===== config.mk =====
export PLATFORM = sky130hd
export DESIGN_NAME = gpio_port
export DESIGN_NICKNAME = d
export VERILOG_FILES = /design/src/core/gpio_pkg.sv /design/src/core/gpio_port.sv
export VERILOG_INCLUDE_DIRS = /design/src /design/src/core
export SDC_FILE = /design/constraint.sdc
export NUM_CORES = 1
export LEC_CHECK = 0
export ABC_AREA = 1
export BUFFER_PORTS_ARGS = -buffer_cell sky130_fd_sc_hd__buf_2
export CAP_MARGIN = 30
export CORE_ASPECT_RATIO = 1.4
export CORE_MARGIN = 2
export CORE_UTILIZATION = 30
export CTS_BUF_LIST = sky130_fd_sc_hd__clkbuf_8
export DETAILED_ROUTE_END_ITERATION = 16
export GPL_TIMING_DRIVEN = 1
export HOLD_SLACK_MARGIN = 0.02
export SLEW_MARGIN = 5
export SYNTH_ARGS = -nofsm -noshare
export SYNTH_HDL_FRONTEND = slang
export SYNTH_SLANG_ARGS = --single-unit

===== constraint.sdc =====
create_clock -name sys_clk -period 2.5 [get_ports sys_clk]
set_input_delay 0.25 -clock sys_clk [delete_from_list [all_inputs] [get_ports sys_clk]]
set_output_delay 0.25 -clock sys_clk [all_outputs]
set_load 0.02 [all_outputs]

===== src/core/gpio_cfg.svh =====
// register offsets, reset values and field widths of the gpio port
`ifndef GPIO_CFG_SVH
`define GPIO_CFG_SVH
`define GPIO_WIDTH       8
`define GPIO_ADDR_W      4
`define GPIO_OFS_DATA    4'h0
`define GPIO_OFS_DIR     4'h1
`define GPIO_OFS_STRAP   4'h2
`define GPIO_OFS_STATUS  4'h3
`define GPIO_OFS_MASK    4'h4
`define GPIO_OFS_EDGE    4'h5
`define GPIO_OFS_POL     4'h6
`define GPIO_RST_DATA    8'h00
`define GPIO_RST_DIR     8'h00
`define GPIO_RST_MASK    8'h00
`define GPIO_RST_EDGE    8'h00
`define GPIO_RST_POL     8'h00
`define GPIO_RST_STATUS  8'h00
`endif


===== src/core/gpio_pkg.sv =====
// types shared by the gpio port
package gpio_pkg;
   typedef logic [7:0] gpio_byte_t;
   typedef struct packed {
      logic       wr;
      logic       rd;
      logic [3:0] addr;
      logic [7:0] wdata;
   } gpio_req_t;
   typedef struct packed {
      logic [7:0] out;
      logic [7:0] oe;
   } gpio_drive_t;
   typedef enum logic [1:0] {
      ST_STRAP = 2'b01,
      ST_RUN   = 2'b10
   } gpio_state_t;
endpackage


===== src/core/gpio_port.sv =====
// eight-line general-purpose port with strap capture and interrupts
//
// Local design decisions: the plain strobed port and the address map.
`timescale 1ns/1ps
`include "gpio_cfg.svh"

// Overview of operation
// - eight general-purpose lines, each on its own dedicated pin, which is also sampled into the strap register at reset.
// - the eight lines are gathered into one 8-bit data register, one bit per line.
// - each line is made input or output on its own by its bit in the direction register.
// - reset sets every line to input, so no pin is driven until software changes direction.
// - pin levels are caught into a strap register at reset and kept for software to read.
// - lines set as input can raise an interrupt, output lines raise nothing, and each line's source can be masked individually.
module gpio_port
   import gpio_pkg::*;
(
   input  wire logic              sys_clk,
   input  wire logic              rst_n,
   input  wire gpio_pkg::gpio_req_t req,
   output      logic [7:0]        rdata,
   input  wire logic [7:0]        pin_in,
   output      logic [7:0]        pin_out,
   output      logic [7:0]        pin_oe,
   output      logic              irq
);
   import gpio_pkg::*;

   // ==========================================================
   // state
   gpio_state_t state_r,  state_nxt;
   gpio_byte_t  sync1_r,  sync1_nxt;
   gpio_byte_t  sync2_r,  sync2_nxt;
   gpio_byte_t  prev_r,   prev_nxt;
   gpio_byte_t  strap_r,  strap_nxt;
   gpio_byte_t  data_r,   data_nxt;
   gpio_byte_t  dir_r,    dir_nxt;
   gpio_byte_t  mask_r,   mask_nxt;
   gpio_byte_t  edge_r,   edge_nxt;
   gpio_byte_t  pol_r,    pol_nxt;
   gpio_byte_t  status_r, status_nxt;
   gpio_byte_t  rdata_r,  rdata_nxt;
   gpio_drive_t drv_r,    drv_nxt;
   logic        irq_r,    irq_nxt;
   // events and write-one-to-clear bits of this cycle
   gpio_byte_t  ev;
   gpio_byte_t  clr;

   // ==========================================================
   // helpers
   // register select by offset
   function automatic logic hit(
      input logic [3:0] a,
      input logic [3:0] ofs
   );
      hit = (a == ofs);
   endfunction

   // writes are dropped during the strap phase
   function automatic logic wr_hit(
      input gpio_req_t   r,
      input gpio_state_t s,
      input logic [3:0]  ofs
   );
      wr_hit = r.wr && (s == ST_RUN) && hit(r.addr, ofs);
   endfunction

   // write data on a hit, else hold
   function automatic gpio_byte_t load(
      input logic       sel,
      input gpio_byte_t cur,
      input gpio_byte_t wd
   );
      load = sel ? wd : cur;
   endfunction

   // output lines show their data bit, input lines the synchronised pin
   function automatic gpio_byte_t mix(
      input gpio_byte_t drive,
      input gpio_byte_t pin,
      input gpio_byte_t dir
   );
      mix = (drive & dir) | (pin & ~dir);
   endfunction

   // level, or rising edge of the polarity-corrected level
   function automatic logic line_event(
      input logic cur_pin,
      input logic old_pin,
      input logic edge_mode,
      input logic low_act
   );
      logic lvl_cur;
      logic lvl_old;
      lvl_cur    = cur_pin ^ low_act;
      lvl_old    = old_pin ^ low_act;
      line_event = edge_mode ? (lvl_cur & ~lvl_old) : lvl_cur;
   endfunction

   // ==========================================================
   // strap phase
   always_comb begin
      state_nxt = state_r;
      case (state_r)
         ST_STRAP: state_nxt = ST_RUN;
         ST_RUN:   state_nxt = ST_RUN;
         default:  state_nxt = ST_STRAP;
      endcase
   end

   always_ff @(posedge sys_clk) begin
      if (!rst_n) begin
         state_r <= ST_STRAP;
      end else begin
         state_r <= state_nxt;
      end
   end

   // ==========================================================
   // pin synchroniser
   // no reset: stages follow the pins through reset, so release brings no false edge
   always_comb begin
      sync1_nxt = pin_in;
      sync2_nxt = sync1_r;
      prev_nxt  = sync2_r;
   end

   always_ff @(posedge sys_clk) begin
      sync1_r <= sync1_nxt;
      sync2_r <= sync2_nxt;
      prev_r  <= prev_nxt;
   end

   // ==========================================================
   // strap capture
   // taken on every reset edge; reset must last two edges so the pins are released first
   always_comb begin
      strap_nxt = strap_r;
      if (!rst_n) begin
         strap_nxt = pin_in;
      end
   end

   always_ff @(posedge sys_clk) begin
      strap_r <= strap_nxt;
   end

   // ==========================================================
   // data register
   always_comb begin
      data_nxt = load(wr_hit(req, state_r, `GPIO_OFS_DATA), data_r, req.wdata);
   end

   always_ff @(posedge sys_clk) begin
      if (!rst_n) begin
         data_r <= `GPIO_RST_DATA;
      end else begin
         data_r <= data_nxt;
      end
   end

   // ==========================================================
   // direction register
   always_comb begin
      dir_nxt = load(wr_hit(req, state_r, `GPIO_OFS_DIR), dir_r, req.wdata);
   end

   always_ff @(posedge sys_clk) begin
      if (!rst_n) begin
         dir_r <= `GPIO_RST_DIR;
      end else begin
         dir_r <= dir_nxt;
      end
   end

   // ==========================================================
   // mask register
   always_comb begin
      mask_nxt = load(wr_hit(req, state_r, `GPIO_OFS_MASK), mask_r, req.wdata);
   end

   always_ff @(posedge sys_clk) begin
      if (!rst_n) begin
         mask_r <= `GPIO_RST_MASK;
      end else begin
         mask_r <= mask_nxt;
      end
   end

   // ==========================================================
   // edge mode register
   always_comb begin
      edge_nxt = load(wr_hit(req, state_r, `GPIO_OFS_EDGE), edge_r, req.wdata);
   end

   always_ff @(posedge sys_clk) begin
      if (!rst_n) begin
         edge_r <= `GPIO_RST_EDGE;
      end else begin
         edge_r <= edge_nxt;
      end
   end

   // ==========================================================
   // polarity register
   always_comb begin
      pol_nxt = load(wr_hit(req, state_r, `GPIO_OFS_POL), pol_r, req.wdata);
   end

   always_ff @(posedge sys_clk) begin
      if (!rst_n) begin
         pol_r <= `GPIO_RST_POL;
      end else begin
         pol_r <= pol_nxt;
      end
   end

   // ==========================================================
   // interrupt status
   always_comb begin
      ev  = 8'h00;
      clr = 8'h00;
      if (wr_hit(req, state_r, `GPIO_OFS_STATUS)) begin
         clr = req.wdata;
      end
      if (state_r == ST_RUN) begin
         for (int i = 0; i < `GPIO_WIDTH; i++) begin
            ev[i] = line_event(sync2_r[i], prev_r[i], edge_r[i], pol_r[i]);
         end
      end
      // output lines raise nothing; set wins over a same-cycle clear
      status_nxt = (status_r & ~clr) | (ev & ~dir_r);
   end

   always_ff @(posedge sys_clk) begin
      if (!rst_n) begin
         status_r <= `GPIO_RST_STATUS;
      end else begin
         status_r <= status_nxt;
      end
   end

   // ==========================================================
   // read path
   // data stands one cycle after the strobe, zero otherwise
   always_comb begin
      rdata_nxt = 8'h00;
      if (req.rd) begin
         case (req.addr)
            `GPIO_OFS_DATA:   rdata_nxt = mix(data_r, sync2_r, dir_r);
            `GPIO_OFS_DIR:    rdata_nxt = dir_r;
            `GPIO_OFS_STRAP:  rdata_nxt = strap_r;
            `GPIO_OFS_STATUS: rdata_nxt = status_r;
            `GPIO_OFS_MASK:   rdata_nxt = mask_r;
            `GPIO_OFS_EDGE:   rdata_nxt = edge_r;
            `GPIO_OFS_POL:    rdata_nxt = pol_r;
            default:          rdata_nxt = 8'h00;
         endcase
      end
   end

   always_ff @(posedge sys_clk) begin
      if (!rst_n) begin
         rdata_r <= 8'h00;
      end else begin
         rdata_r <= rdata_nxt;
      end
   end

   // ==========================================================
   // pin drive
   // built from next values so pins move at the write edge
   always_comb begin
      drv_nxt.out = data_nxt;
      drv_nxt.oe  = dir_nxt;
   end

   always_ff @(posedge sys_clk) begin
      if (!rst_n) begin
         drv_r <= 16'h0000;
      end else begin
         drv_r <= drv_nxt;
      end
   end

   // ==========================================================
   // interrupt line
   always_comb begin
      irq_nxt = |(status_nxt & mask_nxt);
   end

   always_ff @(posedge sys_clk) begin
      if (!rst_n) begin
         irq_r <= 1'b0;
      end else begin
         irq_r <= irq_nxt;
      end
   end

   // ==========================================================
   // outputs
   // every output straight from a flop
   assign rdata   = rdata_r;
   assign pin_out = drv_r.out;
   assign pin_oe  = drv_r.oe;
   assign irq     = irq_r;
endmodule // gpio_port


# == Word level (Yosys, flattened, before mapping) ==
# Cells that the tools add are included.
# Widths: inputs -> output; s select.
# totals
memories,0
latch_bits,0
elab_cells,88
romBits,0
ramBits,0
register_bits,91
# op_classes
n_addsub,0
mux,15
n_eq_ne,8
bitwise_logic,41
mul,0
shifts,0
div_mod_pow,0
n_lt_le_gt_ge,0
n_reduce_logical,11
# op_table
operator,n
$pmux 8 s7,1
$and 8x8->8,5
$mux 8,5
$not 8->8,2
$or 8x8->8,2
$xor 1x1->1,16
$eq 4x3->1 const B,3
$and 1x1->1,8
$eq 4x2->1 const B,2
$mux 1,8
$not 1->1,8
$reduce_or 8->1,1
$logic_and 1x1->1,7
$eq 4x1->1 const B,1
$logic_not 4->1,1
$eq 2x1->1 const B,1
$eq 2x2->1 const B,1
$mux 2,1
$reduce_and 2->1,1
$reduce_or 2->1,1

# == Depth between registers and ports, before layout ==
# Gate-level depths: netlist (run 1).
# logic_depth
depth_word,9
depth_mapped,12

# == Least setup slack after synthesis (run 1) ==
# OpenSTA, ideal clock, no wires.
# synth_path
path_kind,flip-flop to flip-flop
startpoint,register state_r[0]
endpoint,"register drv_r, in the netlist pin_out[6]"
arrival_time_ns,1.280
synth_period_minus_slack_ns,1.404
t_required_ns,2.376
stages_incl_launch_ff,9
setup_ns,0.124
path_slack_ns,1.096
n_path_buf,1
cell_sequence,dfxtp_1 inv_1 ha_1 nand2_1 inv_2 buf_2 nand2_1 o21ai_0 a21oi_1
# synth_via
elab_chain_len,3
# synth_lines
item,line_no,rtl
from (decl),gpio_port.sv:30,"gpio_state_t state_r, state_nxt;"
from (signal assigned),gpio_port.sv:114,state_r <= state_nxt;
$eq 2x2->1,gpio_port.sv:64,"wr_hit = r.wr && (s == ST_RUN) && hit(r.addr, ofs);"
$logic_and 1x1->1 (2 in a row),gpio_port.sv:64,
to (signal assigned),gpio_port.sv:281,drv_r <= drv_nxt;
to (decl),gpio_port.sv:42,"gpio_drive_t drv_r, drv_nxt;"
# No other way between the ends.
# A chain may end at the register's enable or synchronous reset.

# == Final worst setup path (run 1) ==
# layout_path
startpoint,register state_r[0]
endpoint,register irq_r (netlist: irq)
# layout_via
elab_chain_len,9
elab_cells_between_ends,13
# layout_lines
item,line_no,rtl
$eq 2x2->1 *,"gpio_port.sv:64, gpio_port.sv:225",
$logic_and 1x1->1 (2 in a row),gpio_port.sv:64,
$mux 8,gpio_port.sv:222,"if (wr_hit(req, state_r, `GPIO_OFS_STATUS)) begin"
$not 8->8,gpio_port.sv:231,status_nxt = (status_r & ~clr) | (ev & ~dir_r);
$and 8x8->8,gpio_port.sv:231,
$or 8x8->8,gpio_port.sv:231,
$and 8x8->8 *,gpio_port.sv:288,irq_nxt = |(status_nxt & mask_nxt);
$reduce_or 8->1 *,gpio_port.sv:288,
to (signal assigned),gpio_port.sv:295,irq_r <= irq_nxt;
to (decl),gpio_port.sv:43,"logic irq_r, irq_nxt;"
# Mark *: on every way between the ends. The rest lies on a longest branch, timed or not.

==> flow_results.org, run 1 <==
** Run status
- The flow ran to the end, and the final reports show no timing, DRC or antenna violations.

** Drt
- After detailed routing, the number of remaining DRC violations is 0.
- Antenna-violating nets left :: 0
- Before antenna repair, the detailed router went through 5 iterations.
- For this block, the routed nets add up to 9910 um of wire.
- Routed wirelength normalized by instance count :: 14.8 um
- Initial detailed-routing violation count :: between 200 and 300
- Count of vias placed by the detailed router :: roughly 3.3k
- Detail-routed via count per cell :: 4.86

** Flow run
- Across the run, the number of max-cap violations was 0.

** Layout
- Antenna Cells :: 0
- Number of nets in the final layout :: between 500 and 600
- Fraction of final layout cells sized beyond drive strength 1 :: 0.163
- Excluding fillers, the count of instances in the completed layout stands at 669.
- Area growth from synthesis to final layout :: 20.6%

** STA
- The max-slew violation count is 0.
- Final Hold Viols :: 0
- Setup violations remaining at the end of the flow were counted as 0.
- For the final routed database, the setup TNS stands at 0 ps.
- Setup repair after global routing left no endpoint under its margin.
- Across the routed clock network, the largest skew measured is 7.55 ps.
- Achievable Freq :: between 0.5 and 0.6 GHz
- The routed design could run at a clock period as short as 1750 ps.
- Final setup margin :: 753 ps
- Dividing the final minimum period by the clock period gives 0.699.
- In this run the tightest slew margin relative to its limit is 0.507.
- For the pin with the worst max-slew slack, the measured transition is 739 ps.

** Clock network
- The longest clock path from root to sink contains 2 buffers.
- After clock tree synthesis, the setup repair step added 0 buffers.
- The H-tree generated during clock tree synthesis spans 3 levels.
- Sinks on Clock Net :: 91
- Later-pin clock latency in the skew report :: 370 ps
- Clock-pin slew was measured on the worst setup and hold paths at 90 ps.
- Number of buffers created by CTS :: 9
- TritonCTS clock tree :: yes
- CTS root buf :: sky130_fd_sc_hd__clkbuf_8
- # resized after CTS :: 0
- Hold-fix buffer count after cts :: 8

** Setup path
- The endpoint identified for the worst register-to-register timing path is irq.
- Measured in cells, the most critical reg-to-reg path has a length of 11.
- For the worst setup path, the data required time is roughly 2700 ps.
- Flop-to-flop setup slack :: 750 ps
- Of all nets on the critical path, the largest fanout is 16.
- Crit path capture type :: flop
- For the worst setup path, the data arrival time is between 1500 and 2000 ps.
- The critical path is of the reg2reg type.
- The worst setup path is launched from a flop.
- Worst reg2reg path startpoint :: state_r[0]

** Die
- The core region is about 0.012 mm^2.
- Initial Utilization :: 0.303
- The die covers 0.0127 mm^2.
- Horiz. Die Dim :: 96.0 um
- For this design the top-level I/O count stands at between 40 and 50.
- The die is 133 um tall.
- Placement Rows :: 47

** Hold path
- Hold Path Depth :: 3
- Beginning of the worst hold path :: req[0]
- Worst hold path type :: in2reg
- The path with the worst hold slack has its endpoint at pin_out[0].

** Global route
- GRT Overall Usage :: 0.161
- Entering global routing, the biggest net connects 36 pins.
- The number of antenna violations at the first check in global routing is 0.
- Vias in the first global route :: 3,077
- The total overflow left after global routing is 0.
- First-pass GRT wire length :: about 15,000 um

** Synthesis
- In this run, synthesis produced a sequential element count of 91.
- Of the synthesized area, sequential elements account for 0.536.
- Synth warn :: 0
- In the synthesized netlist, the number of instances is 454.
- The cell area that synthesis handed to floorplanning was 0.00355 mm^2.
- Counting distinct cell types in the post-synthesis netlist gives 27.
- Synthesized netlist net count :: 479
- Synthesized area per cell :: 7.82 um^2

** Place
- Once placement completed, the tool counted placed cells totaling 645.
- At the end of routability-driven placement, the weighted congestion stood at 0.846.
- Worst setup timing slack at the placement stage :: 786 ps
- Post-DP HPWL :: 6920 um
- During placement, the flow inserted port buffers numbering 48.

** Power and ir drop
- For this design the ratio of total power to cell area is between 700 and 800 mW/mm^2.
- Static Leak :: 0.00176 uW
- IR analysis of the VDD net gives a maximum drop of 0.000236 V.
-- per-layer routing --
metal	track usage	share of wire	vias up
met3	0.0336	0.046	21
li1	-	-	1616
met1	0.202	0.43	1510
met5	0	0	-
met4	0.0683	0.024	0
met2	0.264	0.50	104
-- sequential cells by signal, indices dropped and copies added, names as in the netlist --
| name | flops |
|---|---|
| edge_r | 8 |
| mask_r | 8 |
| pin_oe | 8 |
| pin_out | 8 |
| pol_r | 8 |
| prev_nxt | 8 |
| prev_r | 8 |
| rdata | 8 |
| status_r | 8 |
| strap_r | 8 |
| sync1_r | 8 |
| state_r | 2 |
| irq | 1 |
-- layout make-up --
class	instances	area, um^2
flip-flops and latches	91	1900
clock inverters	7	110
well taps	147	184
fillers	1231	7420
multi-input cells	295	1380
clock buffers	9	124
inverters	59	224
repair buffers	61	358
-- power breakdown --
part,total (uW),internal (uW),leakage (uW),switching (uW)
Clock,1170,655,0.000122,512
Combinational,265,87.3,0.000884,178
Sequential,1570,1540,0.000757,33.2
Total,3010,2280,0.00176,723
-- worst max-delay path by stage --
stage                     startpoint         end
after floorplan           state_r[0]  pin_out[6]
after CTS                 state_r[0]         irq
final                     state_r[0]         irq
after global routing      state_r[0]         irq
after detailed placement  state_r[0]         irq
after global placement    state_r[0]         irq
-- cell usage in the layout (no fill, tap or decap), types with 2 or more instances in the layout --
cell and instances:
sky130_fd_sc_hd__inv_1 51, sky130_fd_sc_hd__o21ai_1 17, sky130_fd_sc_hd__nor2_1 39, sky130_fd_sc_hd__o22ai_1 7
sky130_fd_sc_hd__bufinv_16 3, sky130_fd_sc_hd__edfxtp_1 8, sky130_fd_sc_hd__buf_4 5, sky130_fd_sc_hd__o21ai_0 27
sky130_fd_sc_hd__inv_2 9, sky130_fd_sc_hd__a21oi_1 55, sky130_fd_sc_hd__nand3_1 22, sky130_fd_sc_hd__dfxtp_1 83
sky130_fd_sc_hd__buf_2 48, sky130_fd_sc_hd__clkbuf_8 9, sky130_fd_sc_hd__nor2_2 2, sky130_fd_sc_hd__a22o_1 3
sky130_fd_sc_hd__a221oi_1 5, sky130_fd_sc_hd__nand2_1 105, sky130_fd_sc_hd__a211oi_1 3, sky130_fd_sc_hd__dlygate4sd3_1 8
sky130_fd_sc_hd__nand2_2 4
-- synth_stat cells --
cell type	n	area, um^2
sky130_fd_sc_hd__inv_4	1	6.26
sky130_fd_sc_hd__a211oi_1	3	22.5
sky130_fd_sc_hd__buf_1	2	7.51
sky130_fd_sc_hd__inv_2	9	33.8
sky130_fd_sc_hd__nor2_1	39	146
sky130_fd_sc_hd__dfxtp_1	83	1660
sky130_fd_sc_hd__nand3_4	1	17.5
sky130_fd_sc_hd__buf_2	4	20.0
sky130_fd_sc_hd__clkbuf_1	2	7.51
sky130_fd_sc_hd__nand4_1	1	6.26
sky130_fd_sc_hd__inv_1	49	184
sky130_fd_sc_hd__nor2_4	1	11.3
sky130_fd_sc_hd__o21ai_0	27	135
sky130_fd_sc_hd__buf_4	1	7.51
sky130_fd_sc_hd__nand2_2	4	25.0
sky130_fd_sc_hd__nand3_1	22	110
sky130_fd_sc_hd__a41oi_1	1	8.76
sky130_fd_sc_hd__ha_1	1	12.5
sky130_fd_sc_hd__o22ai_1	7	43.8
sky130_fd_sc_hd__edfxtp_1	8	240
sky130_fd_sc_hd__o21ai_1	17	85.1
sky130_fd_sc_hd__nor2_2	2	12.5
sky130_fd_sc_hd__a31oi_1	1	6.26
sky130_fd_sc_hd__a221oi_1	5	43.8
sky130_fd_sc_hd__a21oi_1	55	275
sky130_fd_sc_hd__nand2_1	105	394
sky130_fd_sc_hd__a22o_1	3	26.3
-- kinds of logic after synthesis --
kind of cell	Yosys count	synth area share
buf+inv	68	0.0751
flops	91	0.536
fa+ha+maj	1	0.00352
simple gates	175	0.204
compound gates	119	0.182
-- per-stage QoR --
step | total power [uW] | util | area [um^2] | hold WS, ps
floorplan | 1760 | - | 3550 | 278
global placement | 1860 | 0.339 | 3970 | 311
detailed placement | 1860 | 0.339 | 3970 | 312
CTS | 3030 | 0.366 | 4280 | 201
global route | 3130 | 0.366 | 4280 | 214
finish | 3010 | 0.366 | 4280 | 207
-- critical path, cell delays in order (launching register included) --
cell	delay [ps]
sky130_fd_sc_hd__dfxtp_1	310
sky130_fd_sc_hd__inv_1	50
sky130_fd_sc_hd__ha_1	180
sky130_fd_sc_hd__nand2_1	100
sky130_fd_sc_hd__inv_2	260
sky130_fd_sc_hd__nand3_4	170
sky130_fd_sc_hd__inv_4	150
sky130_fd_sc_hd__o21ai_1	80
sky130_fd_sc_hd__nand2_1	90
sky130_fd_sc_hd__nand2_1	60
sky130_fd_sc_hd__nor2_1	90
sky130_fd_sc_hd__a21oi_1	70
Power figures use the tool's default switching activity.
==> inputs of run 2 (changes only) <==
==> constraint.sdc (replaced) <==
create_clock -name sys_clk -period 1.65 [get_ports sys_clk]
set_input_delay 0.165 -clock sys_clk [delete_from_list [all_inputs] [get_ports sys_clk]]
set_output_delay 0.165 -clock sys_clk [all_outputs]
set_load 0.02 [all_outputs]
==> flow_results.org, run 2 (synthesis results as in run 1) <==
** Run status
- The run finished with clean final reports.

** STA
- The max-slew violation count is 0 (unchanged).
- Endpoints failing setup :: 0 (unchanged)
- The share of the cycle needed by the critical path after routing came to 0.917 (+0.219).
- The top achievable clock speed was 0.661 GHz (+15%).
- The final number of hold-violating endpoints is 0 (unchanged).
- The final period demand of the worst path was 1510 ps (-233 ps).
- The transition time at the pin with the least slew margin came to 371 ps (-368 ps).
- The relative slew slack came to 0.752 (+0.245).
- The post-route setup TNS was 0 ps (unchanged).
- The worst-case clock skew came to 11.9 ps (+4.37 ps).
- Setup repair after global routing missed its margin :: no

** Drt
- The number of vias per cell was 4.85 (about the same).
- Total DRC errors in the routed layout :: 0 (unchanged)
- Antenna-violating nets left :: 0 (unchanged)
- The number of vias in the routed layout came to 3,340 (+2.7%).
- First-pass detailed-route iteration total :: 4 (-1)
- Initial detailed-routing violation count :: 211 (-16%)
- Routed wirelength normalized by instance count :: 14.8 um (-0.39%)
- Wirelength, routed :: 10,200 um (+2.4%)

** Setup path
- STA classifies the critical path endpoint as a flop.
- The largest fanout on the critical path is 8 (-8).
- The biggest cell delay along the critical path is 310 ps (about the same).
- Most Frequent Cell on Critical Path :: sky130_fd_sc_hd__nand2_1
- Kind of launch point of the worst setup path :: flop
- Arrival time reported for the critical path endpoint :: 1770 ps (-210 ps)
- Cell with the largest stage delay on the worst path :: sky130_fd_sc_hd__dfxtp_1
- Cell chain of the critical path :: inv_1 > ha_2 > nand2_4 > clkinv_4 > nand3_4 > clkinv_4 > nand2_1 > o21ai_2 > nand2_1 > nand2_1 > nor2_1 > a21oi_1
- Type of the setup path with the least slack :: reg2reg
- Required time worst endpoint :: 1910 ps (-820 ps)

** Layout
- Antenna Cells :: 0 (unchanged)
- Fill cell count :: 1,212 (-1.5%)
- In the layout the commonest cells are 103 x sky130_fd_sc_hd__nand2_1, 83 x sky130_fd_sc_hd__dfxtp_1, 55 x sky130_fd_sc_hd__a21oi_1.
- Compared with the post-synthesis result, the final layout area differs by 24.8%.
- Cell area after layout :: 0.00443 mm^2 (+3.5%)
- Leaving out fill and tap cells, the most frequent cell in the layout is sky130_fd_sc_hd__nand2_1.
- The number of nets at the end of the flow was 561 (+3.5%).
- The fraction of layout cells with a size suffix above 1 was 0.211 (+0.0479).

** Power and ir drop
- The power after layout is 4300 uW (+43%).
- Static Leak :: 0.00186 uW (+5.6%)
- The worst ir drop on vdd was 0.000342 V (+45%).
- The power density over the cells is 970 mW/mm^2 (+38%).

** Die
- Initial Utilization :: 0.303 (unchanged)
- The width of the chip was 96.0 um (unchanged).
- The number of rows in the core area was 47 (unchanged).
- The area of the placeable core came to 0.0117 mm^2 (unchanged).
- The vertical extent of the die was 133 um (unchanged).
- The count of pins on the block boundary came to 49 (unchanged).
- The floorplan die area came to 0.0127 mm^2 (unchanged).

** Clock network
- The clock transition at the registers of the reported paths is 90 ps (about the same).
- The number of sinks driven by the clock tree is 91 (unchanged).
- Later-pin clock latency in the skew report :: 370 ps (about the same)
- Max H-tree Level :: 3 (unchanged)
- The number of buffers inserted during clock tree synthesis was 9 (unchanged).
- The number of buffers between clock root and the deepest sink is 2 (unchanged).
- TritonCTS clock tree :: yes
- CTS root buf :: sky130_fd_sc_hd__clkbuf_8

** Global route
- First-pass GRT wire length :: 15,900 um (+2.5%)
- Antenna violations before repair :: 0 (unchanged)
- The pin count of the biggest net entering global routing is 36 (unchanged).
- The overall global routing resource usage was 0.166 (+0.00495).
- The remaining global-route overflow was 0 (unchanged).
- The via count of the first global-routing pass is 3,049 (-0.91%).

** Place
- The HPWL after detailed placement is 7150 um (+3.3%).
- The last weighted congestion value of the routability-driven placer is 0.902 (+6.7%).
- The number of port buffers is 48 (unchanged).
- The standard cell area after detailed placement came to 0.00410 mm^2 (+3.2%).

** Flow run
- Count of maximum capacitance violations :: 0 (unchanged)

** Hold path
- Worst hold path type :: in2reg
==> run 2: critical path: cells and delay by family (launching register included) <==
| kind | cells | cell delay, ps |
|---|---|---|
| adder cells (fa/ha/maj) | 1 | 200 |
| flip-flops | 1 | 310 |
| AO/OA/AOI/OAI | 2 | 130 |
| AND/OR/NAND/NOR | 6 | 560 |
| buffers and inverters | 3 | 220 |
==> run 2: stage by stage <==
step | hold slack [ps] | std cells | setup slack, ps | util
finish | 114 | 688 | 136 | 0.379
global route | 129 | 688 | 7.30 | 0.379
CTS | 101 | 684 | 2.30 | 0.373
detailed placement | 281 | 660 | 31.1 | 0.350
global placement | 282 | 660 | 94.4 | 0.350
floorplan | 193 | 454 | 246 | -
==> run 2: cell type report <==
| type | instances | area [um^2] | share of cell area |
|---|---|---|---|
| repair inverters | 2 | 11.3 | 0.00254 |
| multi-input cells | 295 | 1420 | 0.321 |
| inverters | 59 | 231 | 0.0522 |
| repair buffers | 78 | 498 | 0.112 |
| clock inverters | 7 | 61.3 | 0.0138 |
| well taps | 147 | 184 | 0.0415 |
| clock buffers | 9 | 124 | 0.0279 |
| flip-flops and latches | 91 | 1900 | 0.429 |
==> run 2: power breakdown <==
part / internal, uW / switching [uW]
clock network: 684 / 757
registers: 2340 / 49.2
logic: 180 / 295
total: 3200 / 1100
==> run 2: repair_timing <==
action,CTS,global route
hold buffers,8,0
endpoints found under the hold margin,16,0
setup endpoints to repair,0,17
gates resized for setup,0,16
buffers inserted,0,2
==> run 2: final timing paths <==
check	end	depth (start not counted)	start	slack (ps)
setup reg to reg	irq	12	state_r[0]	140
hold reg to reg	prev_nxt[7]	0	sync1_r[7]	330
setup / recovery	irq	12	state_r[0]	140
hold / removal	pin_out[3]	3	req[3]	110
==> run 2: routing by layer <==
layer,global-route usage,vias up,share of wire
met2,0.267,94,0.49
met3,0.0347,28,0.059
met5,0,-,0
met4,0.0722,0,0.034
met1,0.212,1559,0.42
li1,-,1659,-
